$ cat src/periodic_trim_pkg.sv
// Constants shared by the periodic rate and trim register block
package periodic_trim_pkg;

  localparam int ADDR_W = 12;
  localparam int DATA_W = 32;

  // Register indices; byte address is four times the index
  localparam logic [9:0] IDX_PERIODIC_CTRL = 10'h2F2;
  localparam logic [9:0] IDX_RATE_HIGH = 10'h2F4;
  localparam logic [9:0] IDX_RATE_LOW = 10'h2F5;
  localparam logic [9:0] IDX_FACTORY_TEST = 10'h2F6;
  localparam logic [9:0] IDX_TEMP_SENSE_TRIM = 10'h2F7;
  localparam logic [9:0] IDX_OSC_TRIM_HIGH = 10'h2F8;
  localparam logic [9:0] IDX_OSC_TRIM_LOW = 10'h2F9;
  localparam logic [9:0] IDX_CLOCK_STATUS = 10'h300;

  // Field positions
  localparam int CTL_CLOCK_SELECT_BIT = 7;
  localparam int CTL_FEATURE_ENABLE_BIT = 2;
  localparam int CTL_TIMEOUT_FLAG_BIT = 0;
  localparam int TEMP_OFFSET_ENABLE_BIT = 7;
  localparam int TEMP_TRIM_MSB = 3;
  localparam int TEMPCO_MSB = 15;
  localparam int TEMPCO_LSB = 11;
  localparam int COARSE_MSB = 9;
  localparam int COARSE_LSB = 6;
  localparam int FINE_MSB = 5;
  localparam int STATUS_PLL_LOCKED_BIT = 0;
  localparam int STATUS_OSC_UP_BIT = 1;

  // Implemented-bit masks
  localparam logic [7:0] TEMP_TRIM_MASK = 8'h8F;
  localparam logic [15:0] OSC_TRIM_MASK = 16'hFBFF;

  // Tempco codes that switch compensation off
  localparam logic [4:0] TEMPCO_NOMINAL_LOW = 5'h00;
  localparam logic [4:0] TEMPCO_NOMINAL_HIGH = 5'h10;

  // Reset values; the temp and osc trim registers hold theirs until the flash load or an accepted bus write arrives
  localparam logic [7:0] RST_BYTE = 8'h00;
  localparam logic [15:0] RST_WORD = 16'h0000;

  // Timing: bus clock ticks per rate step, and autonomous clock ticks per step
  localparam int BUS_TICKS_PER_STEP = 2;
  localparam longint ACLK_STEP_NS = 200000;
  localparam longint ACLK_NOMINAL_HZ = 20000;
  localparam int ACLK_TICKS_PER_STEP = int'((ACLK_STEP_NS * ACLK_NOMINAL_HZ) / 64'd1000000000);

endpackage

$ cat src/periodic_rate_and_trim_regs.sv
// Periodic rate and trim register bank with Avalon-MM slave
`timescale 1ns/1ps
module periodic_rate_and_trim_regs
  import periodic_trim_pkg::*;
(
  input wire logic i_clock,
  input wire logic i_rstn,
  // Avalon-MM slave
  input wire logic [ADDR_W-1:0] i_avs_address,
  input wire logic i_avs_read,
  input wire logic i_avs_write,
  input wire logic [DATA_W-1:0] i_avs_writedata,
  input wire logic [3:0] i_avs_byteenable,
  output logic [DATA_W-1:0] o_avs_readdata,
  output logic o_avs_waitrequest,
  // Mode and lock inputs from the rest of the unit
  input wire logic i_special_mode,
  input wire logic i_protection_lock,
  input wire logic i_pll_clock_select,
  // Status set events from the clock generator
  input wire logic i_pll_lock_set,
  input wire logic i_osc_up_set,
  // Autonomous RC clock pin
  input wire logic i_aclk,
  // Flash trim load after reset release
  input wire logic i_trim_load,
  input wire logic [7:0] i_flash_temp_trim,
  input wire logic [15:0] i_flash_osc_trim,
  // Periodic timer
  output logic o_periodic_timeout_flag,
  // Temperature sense trim
  output logic o_temp_offset_enable,
  output logic [3:0] o_temp_sense_trim_bits,
  output logic [4:0] o_temp_threshold_steps,
  // Reference oscillator trim and factory test byte
  output logic [15:0] o_osc_trim_word,
  output logic [4:0] o_tempco_trim_bits,
  output logic o_tempco_comp_enable,
  output logic [3:0] o_coarse_trim,
  output logic [5:0] o_fine_trim,
  output logic [7:0] o_factory_test,
  // Clock status flags
  output logic o_pll_locked,
  output logic o_osc_up
);

  typedef struct packed {
    logic ack;
    logic [DATA_W-1:0] readdata;
    logic clock_select;
    logic feature_enable;
    logic timeout_flag;
    logic [15:0] rate;
    logic [7:0] factory_test;
    logic [7:0] temp_trim;
    logic [15:0] osc_trim;
    logic pll_locked;
    logic osc_up;
  } regs_t;

  regs_t state;
  regs_t next_state;

  function automatic logic hit(input logic [ADDR_W-1:0] addr, input logic [9:0] index);
    return addr == {index, 2'b00};
  endfunction

  logic aclk_tick;
  logic timeout_pulse;

  pin_sync u_aclk_sync (
    .i_clock(i_clock),
    .i_rstn(i_rstn),
    .i_pin(i_aclk),
    .o_rise(aclk_tick)
  );

  periodic_timer #(
    .RATE_W(16)
  ) u_timer (
    .i_clock(i_clock),
    .i_rstn(i_rstn),
    .i_enable(state.feature_enable),
    .i_clock_select(state.clock_select),
    .i_rate(state.rate),
    .i_aclk_tick(aclk_tick),
    .o_timeout(timeout_pulse)
  );

  logic request;
  logic write_commit;
  logic [7:0] wbyte;
  logic osc_write;
  logic [7:0] read_byte;

  always_comb begin
    request = i_avs_read | i_avs_write;
    // One wait state: read data is captured in the first cycle and stands in the second; a write commits in the second
    write_commit = i_avs_write & state.ack & i_avs_byteenable[0];
    wbyte = i_avs_writedata[7:0];
    osc_write = 1'b0;
    read_byte = 8'h00;
    next_state = state;
    next_state.ack = request & ~state.ack;

    if (hit(i_avs_address, IDX_PERIODIC_CTRL)) begin
      read_byte = {state.clock_select, 4'h0, state.feature_enable, 1'b0, state.timeout_flag};
    end else if (hit(i_avs_address, IDX_RATE_HIGH)) begin
      read_byte = state.rate[15:8];
    end else if (hit(i_avs_address, IDX_RATE_LOW)) begin
      read_byte = state.rate[7:0];
    end else if (hit(i_avs_address, IDX_FACTORY_TEST)) begin
      read_byte = state.factory_test;
    end else if (hit(i_avs_address, IDX_TEMP_SENSE_TRIM)) begin
      read_byte = state.temp_trim & TEMP_TRIM_MASK;
    end else if (hit(i_avs_address, IDX_OSC_TRIM_HIGH)) begin
      read_byte = state.osc_trim[15:8] & OSC_TRIM_MASK[15:8];
    end else if (hit(i_avs_address, IDX_OSC_TRIM_LOW)) begin
      read_byte = state.osc_trim[7:0];
    end else if (hit(i_avs_address, IDX_CLOCK_STATUS)) begin
      read_byte = {6'h00, state.osc_up, state.pll_locked};
    end
    // Unmapped addresses read zero and ignore writes
    if (i_avs_read & ~state.ack) begin
      next_state.readdata = {24'h000000, read_byte};
    end

    // Sticky status flags: set wins over any clear in the same cycle
    if (timeout_pulse) begin
      next_state.timeout_flag = 1'b1;
    end

    if (write_commit) begin
      if (hit(i_avs_address, IDX_PERIODIC_CTRL)) begin
        // Clock select only changes while the feature stays disabled across the write
        if (!state.feature_enable && !wbyte[CTL_FEATURE_ENABLE_BIT]) begin
          next_state.clock_select = wbyte[CTL_CLOCK_SELECT_BIT];
        end
        next_state.feature_enable = wbyte[CTL_FEATURE_ENABLE_BIT];
        if (wbyte[CTL_TIMEOUT_FLAG_BIT] && !timeout_pulse) begin
          next_state.timeout_flag = 1'b0;
        end
      end
      if (hit(i_avs_address, IDX_RATE_HIGH) && !state.feature_enable) begin
        next_state.rate[15:8] = wbyte;
      end
      if (hit(i_avs_address, IDX_RATE_LOW) && !state.feature_enable) begin
        next_state.rate[7:0] = wbyte;
      end
      if (hit(i_avs_address, IDX_FACTORY_TEST) && i_special_mode) begin
        next_state.factory_test = wbyte;
      end
      if (hit(i_avs_address, IDX_TEMP_SENSE_TRIM)) begin
        next_state.temp_trim = wbyte & TEMP_TRIM_MASK;
      end
      if (hit(i_avs_address, IDX_OSC_TRIM_HIGH) && !i_protection_lock) begin
        next_state.osc_trim[15:8] = wbyte & OSC_TRIM_MASK[15:8];
        osc_write = 1'b1;
      end
      if (hit(i_avs_address, IDX_OSC_TRIM_LOW) && !i_protection_lock) begin
        next_state.osc_trim[7:0] = wbyte;
        osc_write = 1'b1;
      end
    end

    // Retrimming the reference under the PLL restarts lock and oscillator qualification
    if (osc_write && i_pll_clock_select) begin
      next_state.pll_locked = 1'b0;
      next_state.osc_up = 1'b0;
    end
    if (i_pll_lock_set) begin
      next_state.pll_locked = 1'b1;
    end
    if (i_osc_up_set) begin
      next_state.osc_up = 1'b1;
    end

    // Flash trim load after reset release overrides any bus write to the trim registers in the same cycle
    if (i_trim_load) begin
      next_state.temp_trim = i_flash_temp_trim & TEMP_TRIM_MASK;
      next_state.osc_trim = i_flash_osc_trim & OSC_TRIM_MASK;
    end
  end

  always_ff @(posedge i_clock or negedge i_rstn) begin
    if (!i_rstn) begin
      state <= '0;
      state.factory_test <= RST_BYTE;
      state.temp_trim <= RST_BYTE;
      state.osc_trim <= RST_WORD;
      state.rate <= RST_WORD;
    end else begin
      state <= next_state;
    end
  end

  // Bus answer
  assign o_avs_waitrequest = request & ~state.ack;
  assign o_avs_readdata = state.readdata;

  assign o_periodic_timeout_flag = state.timeout_flag;
  assign o_factory_test = state.factory_test;

  // Temperature sense offset; trim bits are forced off when the offset is disabled
  assign o_temp_offset_enable = state.temp_trim[TEMP_OFFSET_ENABLE_BIT];
  assign o_temp_sense_trim_bits = o_temp_offset_enable ? state.temp_trim[TEMP_TRIM_MSB:0] : 4'h0;
  // Threshold rise in units of the lowest bit's step
  assign o_temp_threshold_steps = {1'b0, o_temp_sense_trim_bits};

  // Oscillator trim fields
  assign o_osc_trim_word = state.osc_trim & OSC_TRIM_MASK;
  assign o_tempco_trim_bits = state.osc_trim[TEMPCO_MSB:TEMPCO_LSB];
  assign o_tempco_comp_enable = (o_tempco_trim_bits != TEMPCO_NOMINAL_LOW)
    && (o_tempco_trim_bits != TEMPCO_NOMINAL_HIGH);
  assign o_coarse_trim = state.osc_trim[COARSE_MSB:COARSE_LSB];
  assign o_fine_trim = state.osc_trim[FINE_MSB:0];

  assign o_pll_locked = state.pll_locked;
  assign o_osc_up = state.osc_up;

endmodule // periodic_rate_and_trim_regs

$ cat src/periodic_timer.sv
// Periodic time-out counter on the bus clock or on autonomous clock ticks
`timescale 1ns/1ps
module periodic_timer
  import periodic_trim_pkg::*;
#(
  parameter int RATE_W = 16
) (
  input wire logic i_clock,
  input wire logic i_rstn,
  input wire logic i_enable,
  input wire logic i_clock_select,
  input wire logic [RATE_W-1:0] i_rate,
  input wire logic i_aclk_tick,
  output logic o_timeout
);

  localparam int CNT_W = RATE_W + 2;

  typedef struct packed {
    logic [CNT_W-1:0] count;
    logic timeout;
  } timer_t;

  timer_t state;
  timer_t next_state;

  // Last count value of one period: (rate+1)*ticks_per_step - 1
  function automatic logic [CNT_W-1:0] last_count(input logic sel, input logic [RATE_W-1:0] rate);
    logic [CNT_W:0] steps;
    logic [CNT_W:0] ticks;
    steps = (CNT_W+1)'(rate) + (CNT_W+1)'(1);
    ticks = steps * (sel ? (CNT_W+1)'(BUS_TICKS_PER_STEP) : (CNT_W+1)'(ACLK_TICKS_PER_STEP));
    return CNT_W'(ticks - (CNT_W+1)'(1));
  endfunction

  logic tick;

  always_comb begin
    tick = i_clock_select | i_aclk_tick;
    next_state = state;
    next_state.timeout = 1'b0;
    if (!i_enable) begin
      next_state.count = '0;
    end else if (tick) begin
      if (state.count == last_count(i_clock_select, i_rate)) begin
        next_state.count = '0;
        next_state.timeout = 1'b1;
      end else begin
        next_state.count = state.count + CNT_W'(1);
      end
    end
  end

  always_ff @(posedge i_clock or negedge i_rstn) begin
    if (!i_rstn) begin
      state <= '0;
    end else begin
      state <= next_state;
    end
  end

  assign o_timeout = state.timeout;

endmodule // periodic_timer

$ cat src/pin_sync.sv
// Three-stage synchroniser with a rising-edge pulse for an outside clock pin
`timescale 1ns/1ps
module pin_sync
  import periodic_trim_pkg::*;
(
  input wire logic i_clock,
  input wire logic i_rstn,
  input wire logic i_pin,
  output logic o_rise
);

  typedef struct packed {
    logic [2:0] stages;
    logic stable;
    logic rise;
  } sync_t;

  sync_t state;
  sync_t next_state;

  // Stage 0 is only read by stage 1; a change counts once stages 1 and 2 agree
  always_comb begin
    next_state = state;
    next_state.stages = {state.stages[1:0], i_pin};
    next_state.rise = 1'b0;
    if (state.stages[1] == state.stages[2]) begin
      next_state.stable = state.stages[2];
      next_state.rise = state.stages[2] & ~state.stable;
    end
  end

  always_ff @(posedge i_clock or negedge i_rstn) begin
    if (!i_rstn) begin
      state <= '0;
    end else begin
      state <= next_state;
    end
  end

  assign o_rise = state.rise;

endmodule // pin_sync
$ cat config.mk
export PLATFORM = sky130hd
export DESIGN_NAME = periodic_rate_and_trim_regs
export DESIGN_NICKNAME = d
export VERILOG_FILES = /design/src/periodic_trim_pkg.sv /design/src/periodic_rate_and_trim_regs.sv /design/src/periodic_timer.sv /design/src/pin_sync.sv
export SDC_FILE = /design/constraint.sdc
export NUM_CORES = 1
export LEC_CHECK = 0
export BUFFER_PORTS_ARGS = -buffer_cell sky130_fd_sc_hd__buf_2
export CAP_MARGIN = 5
export CORE_MARGIN = 4
export CORE_UTILIZATION = 59
export DETAILED_ROUTE_END_ITERATION = 7
export PLACE_DENSITY = 0.86
export SLEW_MARGIN = 10
export SYNTH_ARGS = -nofsm -noshare
export SYNTH_HDL_FRONTEND = slang
export SYNTH_SLANG_ARGS = --single-unit
export TNS_END_PERCENT = 1
$ cat constraint.sdc
create_clock -name i_clock -period 8.95 [get_ports i_clock]
set_clock_uncertainty 0.2 [all_clocks]
set_input_delay 0 -clock i_clock [delete_from_list [all_inputs] [get_ports i_clock]]
set_output_delay 0 -clock i_clock [all_outputs]
set_load 0.05 [all_outputs]
; After elaboration in Yosys (flattened, before gate mapping)
; Index checks and enable logic that the tools add are counted.
[op_classes]
n_mux = 33
bitwise = 9
mul = 1
n_reduce_logical = 28
add_sub_neg = 3
eq_ne = 12
[ops]
columns = operator, count
row1 = $mux 8, 13
row2 = $eq 12x12->1 const B, 8
row3 = $mux 49, 1
row4 = $mux 18, 2
row5 = $mux 24, 1
row6 = $mul 19x19->18, 1
row7 = $mux 19, 1
row8 = $add 18x1->18 const B, 1
row9 = $eq 18x18->1, 1
row10 = $sub 18x1->18 const B, 1
row11 = $add 16x1->17 const B, 1
row12 = $reduce_and 2->1, 7
row13 = $reduce_bool 2->1, 6
row14 = $mux 1, 11
row15 = $logic_and 1x1->1, 9
row16 = $and 1x1->1, 5
row17 = $ne 5x5->1 const B, 1
row18 = $reduce_bool 5->1, 1
row19 = $logic_not 1->1, 4
row20 = $mux 2, 2
row21 = $mux 4, 1
row22 = $mux 3, 1
row23 = $reduce_and 3->1, 1
row24 = $ne 2x1->1 const B, 1
row25 = other kinds (3), 5
[word_totals]
inputBits = 83
regBits = 86
output_inout_bits = 86

; Logic depth before layout (Yosys ltp)
; Gate-level depths: netlist of the first run.
[depth]
depth_word = 9
depth_mapped = 21
ltp_nobuf = 19

; Cells and area by module
; A second synthesis of the first run with hierarchy kept.
[hier_totals]
hier_cells = 783
hier_area_um2 = 6869.1
[by_module_without_submodules]
columns = mod, instances, area_each_um2, seq_area_each_um2, cells_per_inst
row1 = periodic_rate_and_trim_regs, 1, 3758.6, 1451.4, 370
row2 = periodic_timer, 1, 2964.1, 475.5, 406
row3 = pin_sync, 1, 146.4, 125.1, 7

; Least setup slack after synthesis of the first run
; Ideal clock, no wire load.
[synth_path]
path_kind = register to register
from = reg state[52] (netlist name)
to = reg u_timer.state[11] (netlist name)
n_path_buf = 5
t_arrival_ns = 4.133
slack_ns = 4.488
required_time_ns = 8.621
period_less_slack_ns = 4.462
stages_incl_launch_ff = 19
cell_sequence = dfrtp_1 buf_2 clkbuf_1 clkbuf_1 buf_1 o21ai_0 o21a_1 inv_1 ha_1 ha_1 xnor2_1 nor3_1 a211o_1 or4_1 nor4_2 nand4b_4 buf_6 nand4_1 nand3_1
[synth_via]
elab_chain_len = 7
[synth_rtl]
columns = item, line
row1 = from (decl), periodic_rate_and_trim_regs.sv:61  ; regs_t state;
row2 = from (signal assigned), periodic_rate_and_trim_regs.sv:193  ; state <= next_state;
row3 = $mux 3, periodic_timer.sv:32  ; ticks = steps * (sel ? (CNT_W+1)'(BUS_TICKS_PER_STEP) : (CNT_W+1)'(ACLK_TICKS_PER_STEP));
row4 = $mul 19x19->18, periodic_timer.sv:32
row5 = $sub 18x1->18, periodic_timer.sv:33  ; return CNT_W'(ticks - (CNT_W+1)'(1));
row6 = $eq 18x18->1, periodic_timer.sv:45  ; if (state.count == last_count(i_clock_select, i_rate)) begin
row7 = $mux 18, periodic_timer.sv:45
row8 = $mux 19, periodic_timer.sv:44  ; end else if (tick) begin
row9 = $mux 18, periodic_timer.sv:42  ; if (!i_enable) begin
row10 = to (signal assigned), periodic_timer.sv:58  ; state <= next_state;
row11 = to (decl), periodic_timer.sv:24  ; timer_t state;
; Parallel ways exist; a longest one is shown, timed or not. The select of a mux whose other input is x is not followed.
; A chain may end at the register's enable or synchronous reset.

; Final worst setup path of the first run
[layout_path]
from = reg state[34] (netlist name)
to = reg u_timer.state[13] (netlist name)
[layout_via]
elab_chain_len = 7
[layout_rtl]
columns = item, line
row1 = $add 16x1->17, periodic_timer.sv:31  ; steps = (CNT_W+1)'(rate) + (CNT_W+1)'(1);
row2 = $mul 19x19->18, periodic_timer.sv:32
row3 = $sub 18x1->18, periodic_timer.sv:33
row4 = $eq 18x18->1, periodic_timer.sv:45
row5 = $mux 18, periodic_timer.sv:45
row6 = $mux 19, periodic_timer.sv:44
row7 = $mux 18, periodic_timer.sv:42
; Every way passes these cells. The select of a mux whose other input is x is not followed.

==> results of run 1 <==
==> worst register-to-register path, cell delays in order, from the launching register on <==
cell                       delay, ns
sky130_fd_sc_hd__dfrtp_1        0.55
sky130_fd_sc_hd__ha_1           0.31
sky130_fd_sc_hd__nand2_1        0.22
sky130_fd_sc_hd__or3_1          0.48
sky130_fd_sc_hd__nor2_1         0.11
sky130_fd_sc_hd__a21oi_1        0.05
sky130_fd_sc_hd__nor2_1         0.11
sky130_fd_sc_hd__a31oi_1        0.05
sky130_fd_sc_hd__o31a_1         0.15
sky130_fd_sc_hd__ha_1           0.30
sky130_fd_sc_hd__ha_1           0.46
sky130_fd_sc_hd__a21o_1         0.24
sky130_fd_sc_hd__a21oi_1        0.41
sky130_fd_sc_hd__o311ai_1       0.22
sky130_fd_sc_hd__o21a_1         0.23
sky130_fd_sc_hd__nor4_1         0.47
sky130_fd_sc_hd__nand4b_4       0.37
sky130_fd_sc_hd__nand4_1        0.22
sky130_fd_sc_hd__nand3_1        0.10
==> power breakdown <==
group	switching (W)	internal, W	total (W)	leakage, nW
clock	0.000188	0.000199	0.000387	0.149
sequential	0.0000157	0.000384	0.000400	1.08
combinational	0.000158	0.0000626	0.000220	2.54
total	0.000361	0.000646	0.00101	3.77
==> logic make-up (layout without fill, tap and decap cells) <==
kind of cell,Yosys count,in the layout,synth area share
simple gates,312,312,0.238
compound gates,184,184,0.179
buf+inv,148,233,0.125
flops,82,82,0.293
mux,49,49,0.0748
fa+ha+maj,30,30,0.0533
xor+xnor,26,26,0.0356
other cells,1,26,0.000536
==> layer usage <==
| metal | GRT usage | part of all wire |
|---|---|---|
| met5 | 0 | 0 |
| met4 | 0.209 | 0.067 |
| met1 | 0.433 | 0.36 |
| met2 | 0.577 | 0.48 |
| met3 | 0.0704 | 0.093 |
==> registers in the layout, summed over array words and instances, names as in the netlist, 2 cells and up <==
signal	count
o_avs_readdata	8
o_coarse_trim	4
o_factory_test	8
o_fine_trim	6
o_osc_trim_word	5
state	23
u_aclk_sync.next_state	2
u_aclk_sync.state	2
u_timer.state	18
==> cells in the mapped netlist, types with 4 or more instances <==
cell,number,area (sq um)
sky130_fd_sc_hd__o21a_1,12,90.1
sky130_fd_sc_hd__nor3_1,17,85.1
sky130_fd_sc_hd__and3_1,22,138
sky130_fd_sc_hd__nand3_1,29,145
sky130_fd_sc_hd__o21bai_1,4,30.0
sky130_fd_sc_hd__a222oi_1,5,50.1
sky130_fd_sc_hd__a21oi_1,24,120
sky130_fd_sc_hd__nor2b_1,8,50.1
sky130_fd_sc_hd__xor2_1,6,52.6
sky130_fd_sc_hd__nand2b_1,9,56.3
sky130_fd_sc_hd__buf_1,4,15.0
sky130_fd_sc_hd__o221ai_1,4,35.0
sky130_fd_sc_hd__o21ai_1,24,120
sky130_fd_sc_hd__o31ai_1,4,30.0
sky130_fd_sc_hd__o2111ai_1,4,35.0
sky130_fd_sc_hd__buf_2,10,50.1
sky130_fd_sc_hd__nand4_1,20,125
sky130_fd_sc_hd__a21o_1,13,97.6
sky130_fd_sc_hd__dfrtp_1,82,2050
sky130_fd_sc_hd__a31oi_1,13,81.3
sky130_fd_sc_hd__mux2_2,26,293
sky130_fd_sc_hd__a211oi_1,4,30.0
sky130_fd_sc_hd__inv_1,21,78.8
sky130_fd_sc_hd__and2_1,15,93.8
sky130_fd_sc_hd__buf_4,77,578
sky130_fd_sc_hd__clkbuf_1,34,128
sky130_fd_sc_hd__ha_1,29,363
sky130_fd_sc_hd__nand2_1,89,334
sky130_fd_sc_hd__nor2_1,50,188
sky130_fd_sc_hd__a22oi_1,6,45.0
sky130_fd_sc_hd__nor4_1,6,37.5
sky130_fd_sc_hd__nand3b_1,4,30.0
sky130_fd_sc_hd__xnor2_1,18,158
sky130_fd_sc_hd__or2_2,4,25.0
sky130_fd_sc_hd__nor4b_1,10,87.6
sky130_fd_sc_hd__mux2i_1,23,230
sky130_fd_sc_hd__o21ai_0,32,160
sky130_fd_sc_hd__or3_1,5,31.3
==> through the flow <==
| stage | cell area, sq um | util |
|---|---|---|
| after CTS | 8170 | 0.709 |
| after global routing | 8170 | 0.709 |
| after detailed placement | 7070 | 0.614 |
| after global placement | 7070 | 0.614 |
| after floorplan | 7090 | - |
| final | 8170 | 0.709 |
==> placed cells by master, fill, tap and decap left out, drive strengths merged, types with 6 or more instances in the layout <==
cell / synthesis / final
mux2i: 23 / 23
a22oi: 6 / 6
buf: 93 / 116
nand3: 29 / 29
dfrtp: 82 / 82
o21a: 12 / 12
inv: 21 / 26
a31oi: 13 / 13
nand2b: 9 / 9
nor2b: 8 / 8
nor4: 7 / 7
mux2: 26 / 26
ha: 29 / 29
xnor2: 19 / 19
dlygate4sd3: 0 / 80
a21oi: 24 / 24
nor4b: 10 / 10
conb: 1 / 26
nor3: 17 / 17
and3: 22 / 22
nand2: 89 / 89
xor2: 6 / 6
clkbuf: 34 / 9
nand4: 21 / 21
nor2: 50 / 50
and2: 16 / 16
a21o: 13 / 13
o21ai: 56 / 56
==> worst paths after layout <==
check	startpoint	cells past startpoint	to
setup reg to reg	state[34]	18	u_timer.state[13]
max in group asynchronous	i_rstn	2	u_timer.state[16]
setup / recovery	state[34]	18	u_timer.state[13]
min in group asynchronous	i_rstn	2	o_avs_readdata[6]
hold / removal	i_aclk	2	u_aclk_sync.next_state[3]
hold reg to reg	u_aclk_sync.next_state[3]	0	u_aclk_sync.next_state[4]
==> final cells by class <==
cell class,instances,share of cell area
multi-input cells,627,0.509
clock buffers,9,0.0276
flip-flops and latches,82,0.251
inverters,21,0.00965
well taps,143,0.0219
repair buffers,196,0.171
clock inverters,7,0.00934
==> impl_results.html, run 1 <==
<table>
<tr><th>Metric</th><th>Value</th></tr>
<tr><th colspan="2">Status</th></tr>
<tr><td>Outcome</td><td>finished, final reports clean</td></tr>
<tr><th colspan="2">CTS</th></tr>
<tr><td>Total CTS buffers</td><td>9</td></tr>
<tr><td>Clock tree from TritonCTS</td><td>yes</td></tr>
<tr><td>Clock latency on the worst-skew pair</td><td>roughly 0.36 ns</td></tr>
<tr><td>CTS Sinks</td><td>between 80 and 90</td></tr>
<tr><td>Reg clk slew, reported paths</td><td>approximately 0.070 ns</td></tr>
<tr><td>Hold buffer count at cts</td><td>80</td></tr>
<tr><td>Number of resized instances in the post-cts repair step</td><td>0</td></tr>
<tr><td>Number of buffers on the longest clock path</td><td>2</td></tr>
<tr><td>Setup Buffers After CTS</td><td>0</td></tr>
<tr><td>H-tree depth</td><td>3</td></tr>
<tr><td>Root Buffer Master</td><td>sky130_fd_sc_hd__clkbuf_16</td></tr>
<tr><th colspan="2">GRT</th></tr>
<tr><td>First-pass GRT wire length</td><td>37,500 um</td></tr>
<tr><td>Via count of the first global-routing pass</td><td>between 7,000 and 8,000</td></tr>
<tr><td>Pin count of the biggest net entering global routing</td><td>a little over 80</td></tr>
<tr><td>Global Route Usage Sum</td><td>0.353</td></tr>
<tr><td>Initial antenna violation count</td><td>0</td></tr>
<tr><td>Sum of overflow across all layers after global routing</td><td>0</td></tr>
<tr><th colspan="2">Hold path</th></tr>
<tr><td>Class of the tightest hold or removal check</td><td>in2reg</td></tr>
<tr><th colspan="2">Cells and area</th></tr>
<tr><td>Number of fillers in the final layout</td><td>804</td></tr>
<tr><td>Sequential cell area in the final layout</td><td>0.00205 sq mm</td></tr>
<tr><td>Proportion of layout cells with a drive suffix above 1</td><td>0.186</td></tr>
<tr><td># diodes</td><td>0</td></tr>
<tr><td>Final net count</td><td>around 1,000</td></tr>
<tr><td>Area Growth Syn to Fin</td><td>16.8%</td></tr>
<tr><td>Final cell count without fillers</td><td>1,085</td></tr>
<tr><td>Multi-input logic area</td><td>approximately 0.0042 sq mm</td></tr>
<tr><th colspan="2">STA</th></tr>
<tr><td>Max Clk Rate</td><td>0.185 GHz</td></tr>
<tr><td>Max-slew headroom</td><td>0.306</td></tr>
<tr><td># setup viols final</td><td>0</td></tr>
<tr><td>Slew at the pin closest to its max-slew limit</td><td>1.04 ns</td></tr>
<tr><td>Setup repair after global routing missed its margin</td><td>false</td></tr>
<tr><td>Final critical delay including setup and external delays</td><td>approximately 5.4 ns</td></tr>
<tr><td>Final WS setup</td><td>~3.6 ns</td></tr>
<tr><td>Share of the cycle needed by the critical path after routing</td><td>0.603</td></tr>
<tr><td>Count of endpoints failing hold in the final timing report</td><td>0</td></tr>
<tr><td>Worst hold-check slack</td><td>0.102 ns</td></tr>
<tr><td>Count of final max-slew check failures</td><td>0</td></tr>
<tr><td>Total Negative Setup Slacks</td><td>0 ns</td></tr>
<tr><th colspan="2">Critical path</th></tr>
<tr><td>Critical-path cell list</td><td>ha_1 -&gt; nand2_1 -&gt; or3_1 -&gt; nor2_1 -&gt; a21oi_1 -&gt; nor2_1 -&gt; a31oi_1 -&gt; o31a_1 -&gt; ha_1 -&gt; ha_1 -&gt; a21o_1 -&gt; a21oi_1 -&gt; o311ai_1 -&gt; o21a_1 -&gt; nor4_1 -&gt; nand4b_4 -&gt; nand4_1 -&gt; nand3_1</td></tr>
<tr><td>Critical Path RT</td><td>~9 ns</td></tr>
<tr><td>Critical Path AT</td><td>5.41 ns</td></tr>
<tr><td>Worst path max stage delay</td><td>between 0.5 and 0.6 ns</td></tr>
<tr><td>Cell family with most CP delay</td><td>simple AND/OR/NAND/NOR gates</td></tr>
<tr><td>Critical-path top delay cell</td><td>sky130_fd_sc_hd__dfrtp_1</td></tr>
<tr><td>CP most frequent cell</td><td>sky130_fd_sc_hd__ha_1</td></tr>
<tr><td>CP Launch Type</td><td>register</td></tr>
<tr><td>Critical path type</td><td>reg2reg</td></tr>
<tr><td>Buf/Inv on CP</td><td>0</td></tr>
<tr><td>Setup slack on the worst flop-to-flop path</td><td>about 3.6 ns</td></tr>
<tr><td>Critical Path Fanout Max</td><td>20</td></tr>
<tr><td>Kind of end point of the critical path</td><td>register</td></tr>
<tr><th colspan="2">Placed design</th></tr>
<tr><td>Dpl hpwl</td><td>13,400 um</td></tr>
<tr><td>Number of buffers inserted by port buffering</td><td>around 110</td></tr>
<tr><td>Number of cells after detailed placement</td><td>roughly 1,000</td></tr>
<tr><td>Weighted congestion reported at the end of routability-driven placement</td><td>about 0.95</td></tr>
<tr><td>Worst slack after detailed placement</td><td>between 3 and 4 ns</td></tr>
<tr><th colspan="2">Synth</th></tr>
<tr><td>Count of state elements after synthesis</td><td>82</td></tr>
<tr><td>Share of synthesized flip-flops with an asynchronous set or reset</td><td>1.00</td></tr>
<tr><td>Post-Synthesis Cells</td><td>approximately 830</td></tr>
<tr><td>Count of flip-flops with a built-in enable after synthesis</td><td>0</td></tr>
<tr><td>Post-Synthesis Cell Area</td><td>0.00699 sq mm</td></tr>
<tr><td>Post-Syn Area per Cell</td><td>between 8 and 9 sq um</td></tr>
<tr><td>Warnings from Yosys</td><td>0</td></tr>
<tr><td>Most frequently used flop master after synthesis</td><td>sky130_fd_sc_hd__dfrtp_1</td></tr>
<tr><td>Post-synth cell types</td><td>79</td></tr>
<tr><td>Sequential cell area fraction in the yosys report</td><td>0.293</td></tr>
<tr><th colspan="2">Routing</th></tr>
<tr><td>Drt via density</td><td>about 6.6</td></tr>
<tr><td>First drt pass iteration count</td><td>5</td></tr>
<tr><td>Routed wire length</td><td>about 23,000 um</td></tr>
<tr><td>Routed WL per cell</td><td>21.2 um</td></tr>
<tr><td>Total vias in the final route</td><td>between 7,000 and 8,000</td></tr>
<tr><td>Post-route ant nets</td><td>0</td></tr>
<tr><td>Remaining routing DRC violations</td><td>0</td></tr>
<tr><td>DRT iter0 DRCs</td><td>between 800 and 900</td></tr>
<tr><th colspan="2">Floorplan</th></tr>
<tr><td># IOs</td><td>169</td></tr>
<tr><td>Die outline area</td><td>about 0.014 sq mm</td></tr>
<tr><td>Horiz. Die Dim</td><td>approximately 120 um</td></tr>
<tr><td>Starting Density</td><td>0.607</td></tr>
<tr><td>Area of the placeable core</td><td>about 0.012 sq mm</td></tr>
<tr><td>Placement Rows</td><td>39</td></tr>
<tr><td>Height of the chip</td><td>between 100 and 150 um</td></tr>
<tr><th colspan="2">Power</th></tr>
<tr><td>Sum of internal, switching and leakage power</td><td>slightly above 0.001 W</td></tr>
<tr><td>Leakage power</td><td>3.77 nW</td></tr>
<tr><td>Pwr dens</td><td>123 mW/mm^2</td></tr>
<tr><td>Peak supply drop</td><td>0.000123 V</td></tr>
<tr><th colspan="2">Flow run</th></tr>
<tr><td>Max capacitance violation total</td><td>0</td></tr>
</table>
No activity file was read; power rests on OpenSTA's default activity.
==> run 2: changes to the inputs <==
Settings changed: CORE_UTILIZATION 59 to 50, PLACE_DENSITY 0.86 to 0.77.
Clock period 8.95 ns to 4.35 ns, I/O delays scaled along.
==> run 2 against run 1 <==
  * Setup slack lost 3.5 ns
  * Sequential power grew 110%
  * Hold slack lost 0.040 ns
  * Utilization shrank 2.9 points
  * Cell count grew 11%
  * Highest routed layer unchanged
==> impl_results.html, run 2 (synthesis gave the netlist of run 1 again) <==
<table>
<tr><th>Metric</th><th>Value</th></tr>
<tr><th colspan="2">CTS</th></tr>
<tr><td>Clock tree from TritonCTS</td><td>yes</td></tr>
<tr><td>H-tree depth</td><td>3 (unchanged)</td></tr>
<tr><td>CTS Sinks</td><td>82 (unchanged)</td></tr>
<tr><td>Total CTS buffers</td><td>9 (unchanged)</td></tr>
<tr><td>Reg clk slew, reported paths</td><td>0.07 ns (about the same)</td></tr>
<tr><td>Clock latency on the worst-skew pair</td><td>0.35 ns (about the same)</td></tr>
<tr><td>Number of buffers on the longest clock path</td><td>2 (unchanged)</td></tr>
<tr><td>Root Buffer Master</td><td>sky130_fd_sc_hd__clkbuf_16</td></tr>
<tr><th colspan="2">Hold path</th></tr>
<tr><td>Class of the tightest hold or removal check</td><td>in2reg</td></tr>
<tr><th colspan="2">Routing</th></tr>
<tr><td>Remaining routing DRC violations</td><td>0 (unchanged)</td></tr>
<tr><td>Total vias in the final route</td><td>7,343 (+2.3%)</td></tr>
<tr><td>Routed WL per cell</td><td>19.6 um (-7.6%)</td></tr>
<tr><td>Drt via density</td><td>6.11 (-7.6%)</td></tr>
<tr><td>First drt pass iteration count</td><td>5 (unchanged)</td></tr>
<tr><td>Routed wire length</td><td>23,500 um (+2.3%)</td></tr>
<tr><td>Post-route ant nets</td><td>0 (unchanged)</td></tr>
<tr><td>DRT iter0 DRCs</td><td>993 (+13%)</td></tr>
<tr><th colspan="2">Power</th></tr>
<tr><td>Sequential fraction of design power</td><td>0.393 (-0.004)</td></tr>
<tr><td>Peak supply drop</td><td>0.000268 V (+120%)</td></tr>
<tr><td>Combinational power share</td><td>0.219 (about the same)</td></tr>
<tr><td>Switching power summed over all nets</td><td>0.000714 W (+98%)</td></tr>
<tr><td>Switching Fraction</td><td>0.340 (-0.0183)</td></tr>
<tr><td>Leakage power</td><td>4.26 nW (+13%)</td></tr>
<tr><td>Internal power summed over all cells</td><td>0.00138 W (+110%)</td></tr>
<tr><td>Pwr dens</td><td>229 mW/mm^2 (+86%)</td></tr>
<tr><td>Power share of the clock group</td><td>0.389 (+0.005)</td></tr>
<tr><td>Sum of internal, switching and leakage power</td><td>0.00210 W (+110%)</td></tr>
<tr><th colspan="2">GRT</th></tr>
<tr><td>Pin count of the biggest net entering global routing</td><td>83 (unchanged)</td></tr>
<tr><td>Met2 Resource Use GR</td><td>0.475 (-0.102)</td></tr>
<tr><td>Sum of overflow across all layers after global routing</td><td>0 (unchanged)</td></tr>
<tr><td>Global-route met3 utilization</td><td>0.0563 (-0.0141)</td></tr>
<tr><td>Most Used Layer, Global Route</td><td>met2</td></tr>
<tr><td>Global Route Usage Sum</td><td>0.284 (-0.0696)</td></tr>
<tr><td>First-pass GRT wire length</td><td>37,000 um (-1.3%)</td></tr>
<tr><td>Met1 Track Usage GR</td><td>0.360 (-0.0739)</td></tr>
<tr><td>Initial antenna violation count</td><td>0 (unchanged)</td></tr>
<tr><td>Via count of the first global-routing pass</td><td>7,031 (-1.7%)</td></tr>
<tr><th colspan="2">Critical path</th></tr>
<tr><td>Kind of end point of the critical path</td><td>register</td></tr>
<tr><td>Critical-path top delay cell</td><td>sky130_fd_sc_hd__or4_4</td></tr>
<tr><td>Critical-path cell list</td><td>buf_4 -&gt; and3_1 -&gt; and2_1 -&gt; a21oi_1 -&gt; o22a_1 -&gt; inv_1 -&gt; ha_1 -&gt; ha_4 -&gt; xnor2_4 -&gt; nor3_1 -&gt; a211o_1 -&gt; or4_4 -&gt; nor4_4 -&gt; nand4b_4 -&gt; buf_12 -&gt; nand4_1 -&gt; nand3_1</td></tr>
<tr><td>Cell family with most CP delay</td><td>simple AND/OR/NAND/NOR gates</td></tr>
<tr><td>CP Launch Type</td><td>register</td></tr>
<tr><td>Worst path max stage delay</td><td>0.55 ns (about the same)</td></tr>
<tr><td>Critical Path Fanout Max</td><td>20 (unchanged)</td></tr>
<tr><td>Critical Path RT</td><td>4.37 ns (-4.60 ns)</td></tr>
<tr><td>Critical Path AT</td><td>4.33 ns (-1.08 ns)</td></tr>
<tr><td>Buf/Inv on CP</td><td>3 (+3)</td></tr>
<tr><td>Critical path type</td><td>reg2reg</td></tr>
<tr><th colspan="2">Floorplan</th></tr>
<tr><td>Area of the placeable core</td><td>0.0135 sq mm (+17%)</td></tr>
<tr><td># IOs</td><td>169 (unchanged)</td></tr>
<tr><td>Horiz. Die Dim</td><td>126 um (+8.0%)</td></tr>
<tr><td>Die outline area</td><td>0.0159 sq mm (+17%)</td></tr>
<tr><td>Height of the chip</td><td>126 um (+8.0%)</td></tr>
<tr><td>Starting Density</td><td>0.520 (-0.0874)</td></tr>
<tr><td>Placement Rows</td><td>42 (+7.7%)</td></tr>
<tr><th colspan="2">Cells and area</th></tr>
<tr><td>Final cell count without fillers</td><td>1,201 (+11%)</td></tr>
<tr><td>Max FFs per register</td><td>23 (unchanged)</td></tr>
<tr><td>Most used cells in the layout excluding fill and tap cells</td><td>110 x sky130_fd_sc_hd__buf_2, 88 x sky130_fd_sc_hd__nand2_1, 87 x sky130_fd_sc_hd__buf_4</td></tr>
<tr><td>Most frequent standard cell in the layout excluding fill and tap cells</td><td>sky130_fd_sc_hd__buf_2</td></tr>
<tr><td>Utilization after layout</td><td>0.681 (-0.0287)</td></tr>
<tr><td># diodes</td><td>0 (unchanged)</td></tr>
<tr><td>Final net count</td><td>1,132 (+7.9%)</td></tr>
<tr><td>Area Growth Syn to Fin</td><td>31.0%</td></tr>
<tr><td>Top Registers</td><td>state x23, u_timer.state x18</td></tr>
<tr><td>Proportion of layout cells with a drive suffix above 1</td><td>0.281 (+0.0952)</td></tr>
<tr><td>Register bank with the most flops</td><td>state</td></tr>
<tr><th colspan="2">Placed design</th></tr>
<tr><td>Number of cells after detailed placement</td><td>1,100 (+11%)</td></tr>
<tr><td>Number of buffers inserted by port buffering</td><td>111 (unchanged)</td></tr>
<tr><td>Weighted congestion reported at the end of routability-driven placement</td><td>0.946 (-0.82%)</td></tr>
<tr><td>Dpl hpwl</td><td>14,500 um (+8.1%)</td></tr>
<tr><td>Worst slack after detailed placement</td><td>-0.192 ns (-3.85 ns)</td></tr>
<tr><th colspan="2">STA</th></tr>
<tr><td>Setup repair after global routing missed its margin</td><td>true</td></tr>
<tr><td>Max Clk Rate</td><td>0.232 GHz (+25%)</td></tr>
<tr><td>Max-slew headroom</td><td>0.274 (-0.0319)</td></tr>
<tr><td># setup viols final</td><td>0 (unchanged)</td></tr>
<tr><td>Count of endpoints failing hold in the final timing report</td><td>0 (unchanged)</td></tr>
<tr><td>Slew at the pin closest to its max-slew limit</td><td>1.09 ns (+0.0479 ns)</td></tr>
<tr><td>Final critical delay including setup and external delays</td><td>4.31 ns (-1.09 ns)</td></tr>
<tr><td>Share of the cycle needed by the critical path after routing</td><td>0.991 (+0.388)</td></tr>
<tr><td>Worst hold-check slack</td><td>0.0622 ns (-0.0402 ns)</td></tr>
<tr><td>Count of final max-slew check failures</td><td>0 (unchanged)</td></tr>
<tr><td>Final WS setup</td><td>0.0406 ns (-3.51 ns)</td></tr>
<tr><th colspan="2">Flow run</th></tr>
<tr><td>Max capacitance violation total</td><td>0 (unchanged)</td></tr>
<tr><th colspan="2">Status</th></tr>
<tr><td>Outcome</td><td>finished, final reports clean</td></tr>
</table>
==> run 2: cell count changes in the layout (fill, tap and decap cells not counted), moves of 3 or more <==
cell / delta
sky130_fd_sc_hd__o21ai_0: -3
sky130_fd_sc_hd__xnor2_1: -4
sky130_fd_sc_hd__o2111ai_1: -3
sky130_fd_sc_hd__buf_4: +81
sky130_fd_sc_hd__ha_1: -9
sky130_fd_sc_hd__o21ai_1: +3
sky130_fd_sc_hd__o2111ai_2: +3
sky130_fd_sc_hd__ha_4: +9
sky130_fd_sc_hd__xnor2_4: +3
==> run 2: final timing paths <==
kind | from | end | slack (ns) | cells after the start
setup / recovery | state[35] | u_timer.state[11] | 0.04 | 17
hold / removal | i_special_mode | o_factory_test[4] | 0.06 | 5
setup reg to reg | state[35] | u_timer.state[11] | 0.04 | 17
hold reg to reg | u_aclk_sync.next_state[3] | u_aclk_sync.next_state[4] | 0.16 | 0
max in group asynchronous | i_rstn | u_timer.state[5] | 3.03 | 2
min in group asynchronous | i_rstn | o_coarse_trim[2] | 0.19 | 2
==> run 2: layout make-up <==
class | count | area, sq um
clock inverters | 7 | 82.6
well taps | 176 | 220
inverters | 21 | 78.8
multi-input cells | 627 | 4460
flip-flops and latches | 82 | 2050
fillers | 985 | 4290
clock buffers | 9 | 225
repair buffers | 279 | 2040
==> run 2: power groups by stage <==
stage | sequential (W) | clock [W] | combinational (W)
after floorplan | 0.000827 | 0 | 0.000332
after global placement | 0.000831 | 0 | 0.000369
after detailed placement | 0.000832 | 0 | 0.000372
after CTS | 0.000818 | 0.000808 | 0.000437
after global routing | 0.000826 | 0.000852 | 0.000481
final | 0.000824 | 0.000815 | 0.000459
==> run 2: per-layer routing <==
layer  wire [um]  vias up  part of all wire
met5           0        -                 0
met4         979        0             0.042
met3        1880      110             0.080
met2       11600      411              0.49
met1        9040     3514              0.38
li1            -     3308                 -
==> run 2: repair_timing <==
| item | 4_1_cts | 5_1_grt |
|---|---|---|
| setup buffers | 1 | 5 |
| pin swaps | 2 | 14 |
| hold endpoints to repair | 140 | 0 |
| endpoints found under the setup margin | 17 | 18 |
| hold buffers | 79 | 0 |
| gates resized for setup | 9 | 35 |
==> run 2: worst reg2reg max path, stage by stage (launching register included) <==
cell,delay (ns)
sky130_fd_sc_hd__dfrtp_1,0.42
sky130_fd_sc_hd__buf_4,0.18
sky130_fd_sc_hd__and3_1,0.19
sky130_fd_sc_hd__and2_1,0.20
sky130_fd_sc_hd__a21oi_1,0.17
sky130_fd_sc_hd__o22a_1,0.17
sky130_fd_sc_hd__inv_1,0.05
sky130_fd_sc_hd__ha_1,0.32
sky130_fd_sc_hd__ha_4,0.34
sky130_fd_sc_hd__xnor2_4,0.13
sky130_fd_sc_hd__nor3_1,0.06
sky130_fd_sc_hd__a211o_1,0.30
sky130_fd_sc_hd__or4_4,0.55
sky130_fd_sc_hd__nor4_4,0.36
sky130_fd_sc_hd__nand4b_4,0.17
sky130_fd_sc_hd__buf_12,0.19
sky130_fd_sc_hd__nand4_1,0.09
sky130_fd_sc_hd__nand3_1,0.09
==> run 2: metrics by stage <==
| stage | instance area [sq um] | TNS [ns] |
|---|---|---|
| after floorplan | 7110 | 0 |
| after global placement | 7720 | -2.09 |
| after CTS | 8870 | 0 |
| after global routing | 9160 | -1.73 |
| after detailed placement | 7720 | -2.49 |
| final | 9160 | 0 |
==> run 3: changes to the inputs <==
Settings changed: SKIP_CTS_REPAIR_TIMING set to 1.
Clock period 4.35 ns to 3.5 ns, I/O delays scaled along.
==> run 3 against run 2 <==
  * The run now ends with hold timing, setup timing left
  * Clock power is 31% higher
  * Register-to-register slack worse by 0.77 ns
  * Die area stayed put
  * Critical endpoint is now u_timer.state[15]
==> impl_results.html, run 3 (synthesis gave the netlist of run 1 again) <==
<table>
<tr><th>Metric</th><th>Value</th></tr>
<tr><th colspan="2">Status</th></tr>
<tr><td>Outcome</td><td>finished, violations left</td></tr>
<tr><td>Violated checks</td><td>hold timing, setup timing</td></tr>
<tr><th colspan="2">GRT</th></tr>
<tr><td>Initial antenna violation count</td><td>0 (unchanged)</td></tr>
<tr><td>Global Route Usage Sum</td><td>0.240 (-0.0439)</td></tr>
<tr><td>Via count of the first global-routing pass</td><td>6,300 (-10%)</td></tr>
<tr><td>Pin count of the biggest net entering global routing</td><td>63 (-24%)</td></tr>
<tr><td>Sum of overflow across all layers after global routing</td><td>0 (unchanged)</td></tr>
<tr><td>First-pass GRT wire length</td><td>31,700 um (-14%)</td></tr>
<tr><th colspan="2">STA</th></tr>
<tr><td>Setup repair after global routing missed its margin</td><td>true</td></tr>
<tr><td>Final WS setup</td><td>-0.734 ns (-0.775 ns)</td></tr>
<tr><td>Count of endpoints failing hold in the final timing report</td><td>3 (+3)</td></tr>
<tr><td># setup viols final</td><td>18 (+18)</td></tr>
<tr><td>Final critical delay including setup and external delays</td><td>4.23 ns (-0.0752 ns)</td></tr>
<tr><td>Slew at the pin closest to its max-slew limit</td><td>1.17 ns (+0.0786 ns)</td></tr>
<tr><td>Max-slew headroom</td><td>0.216 (-0.0584)</td></tr>
<tr><td>Share of the cycle needed by the critical path after routing</td><td>1.21 (+0.219)</td></tr>
<tr><td>Max Clk Rate</td><td>0.236 GHz (+1.8%)</td></tr>
<tr><td>Worst hold-check slack</td><td>-0.0639 ns (-0.126 ns)</td></tr>
<tr><td>Count of final max-slew check failures</td><td>0 (unchanged)</td></tr>
<tr><td>Total Negative Setup Slacks</td><td>-12.44 ns (-12.44 ns)</td></tr>
<tr><th colspan="2">Power</th></tr>
<tr><td>Combinational power share</td><td>0.214 (-0.005)</td></tr>
<tr><td>Switching Fraction</td><td>0.329 (-0.0109)</td></tr>
<tr><td>Leakage power</td><td>4.48 nW (+5.2%)</td></tr>
<tr><td>Peak supply drop</td><td>0.000206 V (-23%)</td></tr>
<tr><td>Sequential fraction of design power</td><td>0.384 (-0.009)</td></tr>
<tr><td>Internal power summed over all cells</td><td>0.00178 W (+29%)</td></tr>
<tr><td>Switching power summed over all nets</td><td>0.000875 W (+23%)</td></tr>
<tr><td>Pwr dens</td><td>278 mW/mm^2 (+22%)</td></tr>
<tr><td>Power share of the clock group</td><td>0.401 (+0.012)</td></tr>
<tr><th colspan="2">Routing</th></tr>
<tr><td>First drt pass iteration count</td><td>6 (+1)</td></tr>
<tr><td>Routed WL per cell</td><td>19.6 um (+0.15%)</td></tr>
<tr><td>DRT iter0 DRCs</td><td>819 (-18%)</td></tr>
<tr><td>Routed wire length</td><td>24,100 um (+2.5%)</td></tr>
<tr><td>Post-route ant nets</td><td>0 (unchanged)</td></tr>
<tr><td>Remaining routing DRC violations</td><td>0 (unchanged)</td></tr>
<tr><td>Drt via density</td><td>6.07 (-0.64%)</td></tr>
<tr><td>Total vias in the final route</td><td>7,466 (+1.7%)</td></tr>
<tr><th colspan="2">Critical path</th></tr>
<tr><td>Kind of end point of the critical path</td><td>register</td></tr>
<tr><td>Critical path type</td><td>reg2reg</td></tr>
<tr><td>Critical Path AT</td><td>4.26 ns (-0.07 ns)</td></tr>
<tr><td>Critical Path Fanout Max</td><td>7 (-65%)</td></tr>
<tr><td>Critical Path RT</td><td>3.53 ns (-0.84 ns)</td></tr>
<tr><td>CP Launch Type</td><td>register</td></tr>
<tr><th colspan="2">Cells and area</th></tr>
<tr><td>Multi-input logic area</td><td>0.00471 sq mm (+5.5%)</td></tr>
<tr><td>Proportion of layout cells with a drive suffix above 1</td><td>0.351 (+0.0704)</td></tr>
<tr><td>Area Growth Syn to Fin</td><td>36.5%</td></tr>
<tr><td>Max FFs per register</td><td>23 (unchanged)</td></tr>
<tr><td>Register bank with the most flops</td><td>state</td></tr>
<tr><td># diodes</td><td>0 (unchanged)</td></tr>
<tr><td>Most frequent standard cell in the layout excluding fill and tap cells</td><td>sky130_fd_sc_hd__buf_4</td></tr>
<tr><td>Number of fillers in the final layout</td><td>931 (-5.5%)</td></tr>
<tr><td>Final net count</td><td>1,160 (+2.5%)</td></tr>
<tr><td>Most used cells in the layout excluding fill and tap cells</td><td>134 x sky130_fd_sc_hd__buf_4, 110 x sky130_fd_sc_hd__buf_2, 86 x sky130_fd_sc_hd__nand2_1</td></tr>
<tr><td>Sequential cell area in the final layout</td><td>0.00206 sq mm (+0.24%)</td></tr>
<tr><td>Top Registers</td><td>state x23, u_timer.state x18</td></tr>
<tr><th colspan="2">CTS</th></tr>
<tr><td>Clock latency on the worst-skew pair</td><td>0.35 ns (about the same)</td></tr>
<tr><td>CTS Sinks</td><td>82 (unchanged)</td></tr>
<tr><td>Total CTS buffers</td><td>9 (unchanged)</td></tr>
<tr><td>Clock tree from TritonCTS</td><td>yes</td></tr>
<tr><td>Number of buffers on the longest clock path</td><td>2 (unchanged)</td></tr>
<tr><td>Root Buffer Master</td><td>sky130_fd_sc_hd__clkbuf_16</td></tr>
<tr><td>H-tree depth</td><td>3 (unchanged)</td></tr>
<tr><td>Reg clk slew, reported paths</td><td>0.07 ns (about the same)</td></tr>
<tr><th colspan="2">Floorplan</th></tr>
<tr><td>Starting Density</td><td>0.520 (unchanged)</td></tr>
<tr><td>Die outline area</td><td>0.0159 sq mm (unchanged)</td></tr>
<tr><td>Height of the chip</td><td>126 um (unchanged)</td></tr>
<tr><td># IOs</td><td>169 (unchanged)</td></tr>
<tr><td>Horiz. Die Dim</td><td>126 um (unchanged)</td></tr>
<tr><td>Placement Rows</td><td>42 (unchanged)</td></tr>
<tr><td>Area of the placeable core</td><td>0.0135 sq mm (unchanged)</td></tr>
<tr><th colspan="2">Hold path</th></tr>
<tr><td>Class of the tightest hold or removal check</td><td>in2reg</td></tr>
<tr><th colspan="2">Placed design</th></tr>
<tr><td>Dpl hpwl</td><td>15,100 um (+4.1%)</td></tr>
<tr><td>Weighted congestion reported at the end of routability-driven placement</td><td>0.989 (+4.6%)</td></tr>
<tr><td>Number of buffers inserted by port buffering</td><td>111 (unchanged)</td></tr>
<tr><th colspan="2">Flow run</th></tr>
<tr><td>Max capacitance violation total</td><td>0 (unchanged)</td></tr>
</table>
[run 3: final timing paths]
| check | from | end | slack [ns] | cells after the start |
|---|---|---|---|---|
| max | state[38] | u_timer.state[15] | -0.73 | 16 |
| min | i_avs_read | o_avs_readdata[2] | -0.06 | 4 |
| max reg2reg | state[38] | u_timer.state[15] | -0.73 | 16 |
| min reg2reg | u_aclk_sync.next_state[3] | u_aclk_sync.next_state[4] | 0.15 | 0 |
| max in group asynchronous | i_rstn | u_timer.state[14] | 2.18 | 3 |
| min in group asynchronous | i_rstn | o_fine_trim[0] | 0.10 | 2 |
[run 3: layout make-up]
cell class | count | share of cell area
Clock buffer | 9 | 0.0236
Clock inverter | 7 | 0.0104
Sequential cell | 82 | 0.215
Tap cell | 176 | 0.0231
Multi-Input combinational cell | 630 | 0.493
Inverter | 21 | 0.00826
Timing Repair Buffer | 304 | 0.226
[run 3: critical path, stage by stage (launching register included)]
cell and delay, ns:
sky130_fd_sc_hd__dfrtp_1 0.42, sky130_fd_sc_hd__buf_4 0.16, sky130_fd_sc_hd__and3_1 0.20, sky130_fd_sc_hd__a221o_1 0.34
sky130_fd_sc_hd__o22a_1 0.26, sky130_fd_sc_hd__inv_2 0.09, sky130_fd_sc_hd__ha_4 0.20, sky130_fd_sc_hd__ha_4 0.33
sky130_fd_sc_hd__o21a_1 0.17, sky130_fd_sc_hd__nor3_1 0.05, sky130_fd_sc_hd__a211o_1 0.30, sky130_fd_sc_hd__or4_4 0.54
sky130_fd_sc_hd__nor4_4 0.28, sky130_fd_sc_hd__buf_4 0.19, sky130_fd_sc_hd__nand4b_4 0.18, sky130_fd_sc_hd__o21ai_1 0.12
sky130_fd_sc_hd__o21ai_1 0.07
[run 3: power by group through the flow]
stage / Clock [W] / Sequential [W] / Combinational [W]
finish: 0.00107 / 0.00102 / 0.000569
global route: 0.00111 / 0.00102 / 0.000595
CTS: 0.00105 / 0.00102 / 0.000470
detailed placement: 0 / 0.00103 / 0.000469
global placement: 0 / 0.00103 / 0.000464
floorplan: 0 / 0.00103 / 0.000416
[run 3: per-layer routing]
| layer | up-vias | part of all wire | global-route usage |
|---|---|---|---|
| li1 | 3365 | - | - |
| met1 | 3576 | 0.40 | 0.330 |
| met2 | 446 | 0.49 | 0.394 |
| met3 | 79 | 0.080 | 0.0301 |
| met4 | 0 | 0.036 | 0.0757 |
| met5 | - | 0 | 0 |
[run 3: stage by stage]
step                      worst slack (ns)  area [sq um]  power, W  utilization  std cells
final                               -0.734          9550   0.00266        0.710       1229
after global routing                -0.901          9550   0.00273        0.710       1229
after CTS                           -0.909          8410   0.00254        0.625       1152
after detailed placement            -0.887          8090   0.00150        0.601       1136
after global placement              -0.808          8090   0.00150        0.601       1136
after floorplan                     -0.506          7280   0.00144            -        857
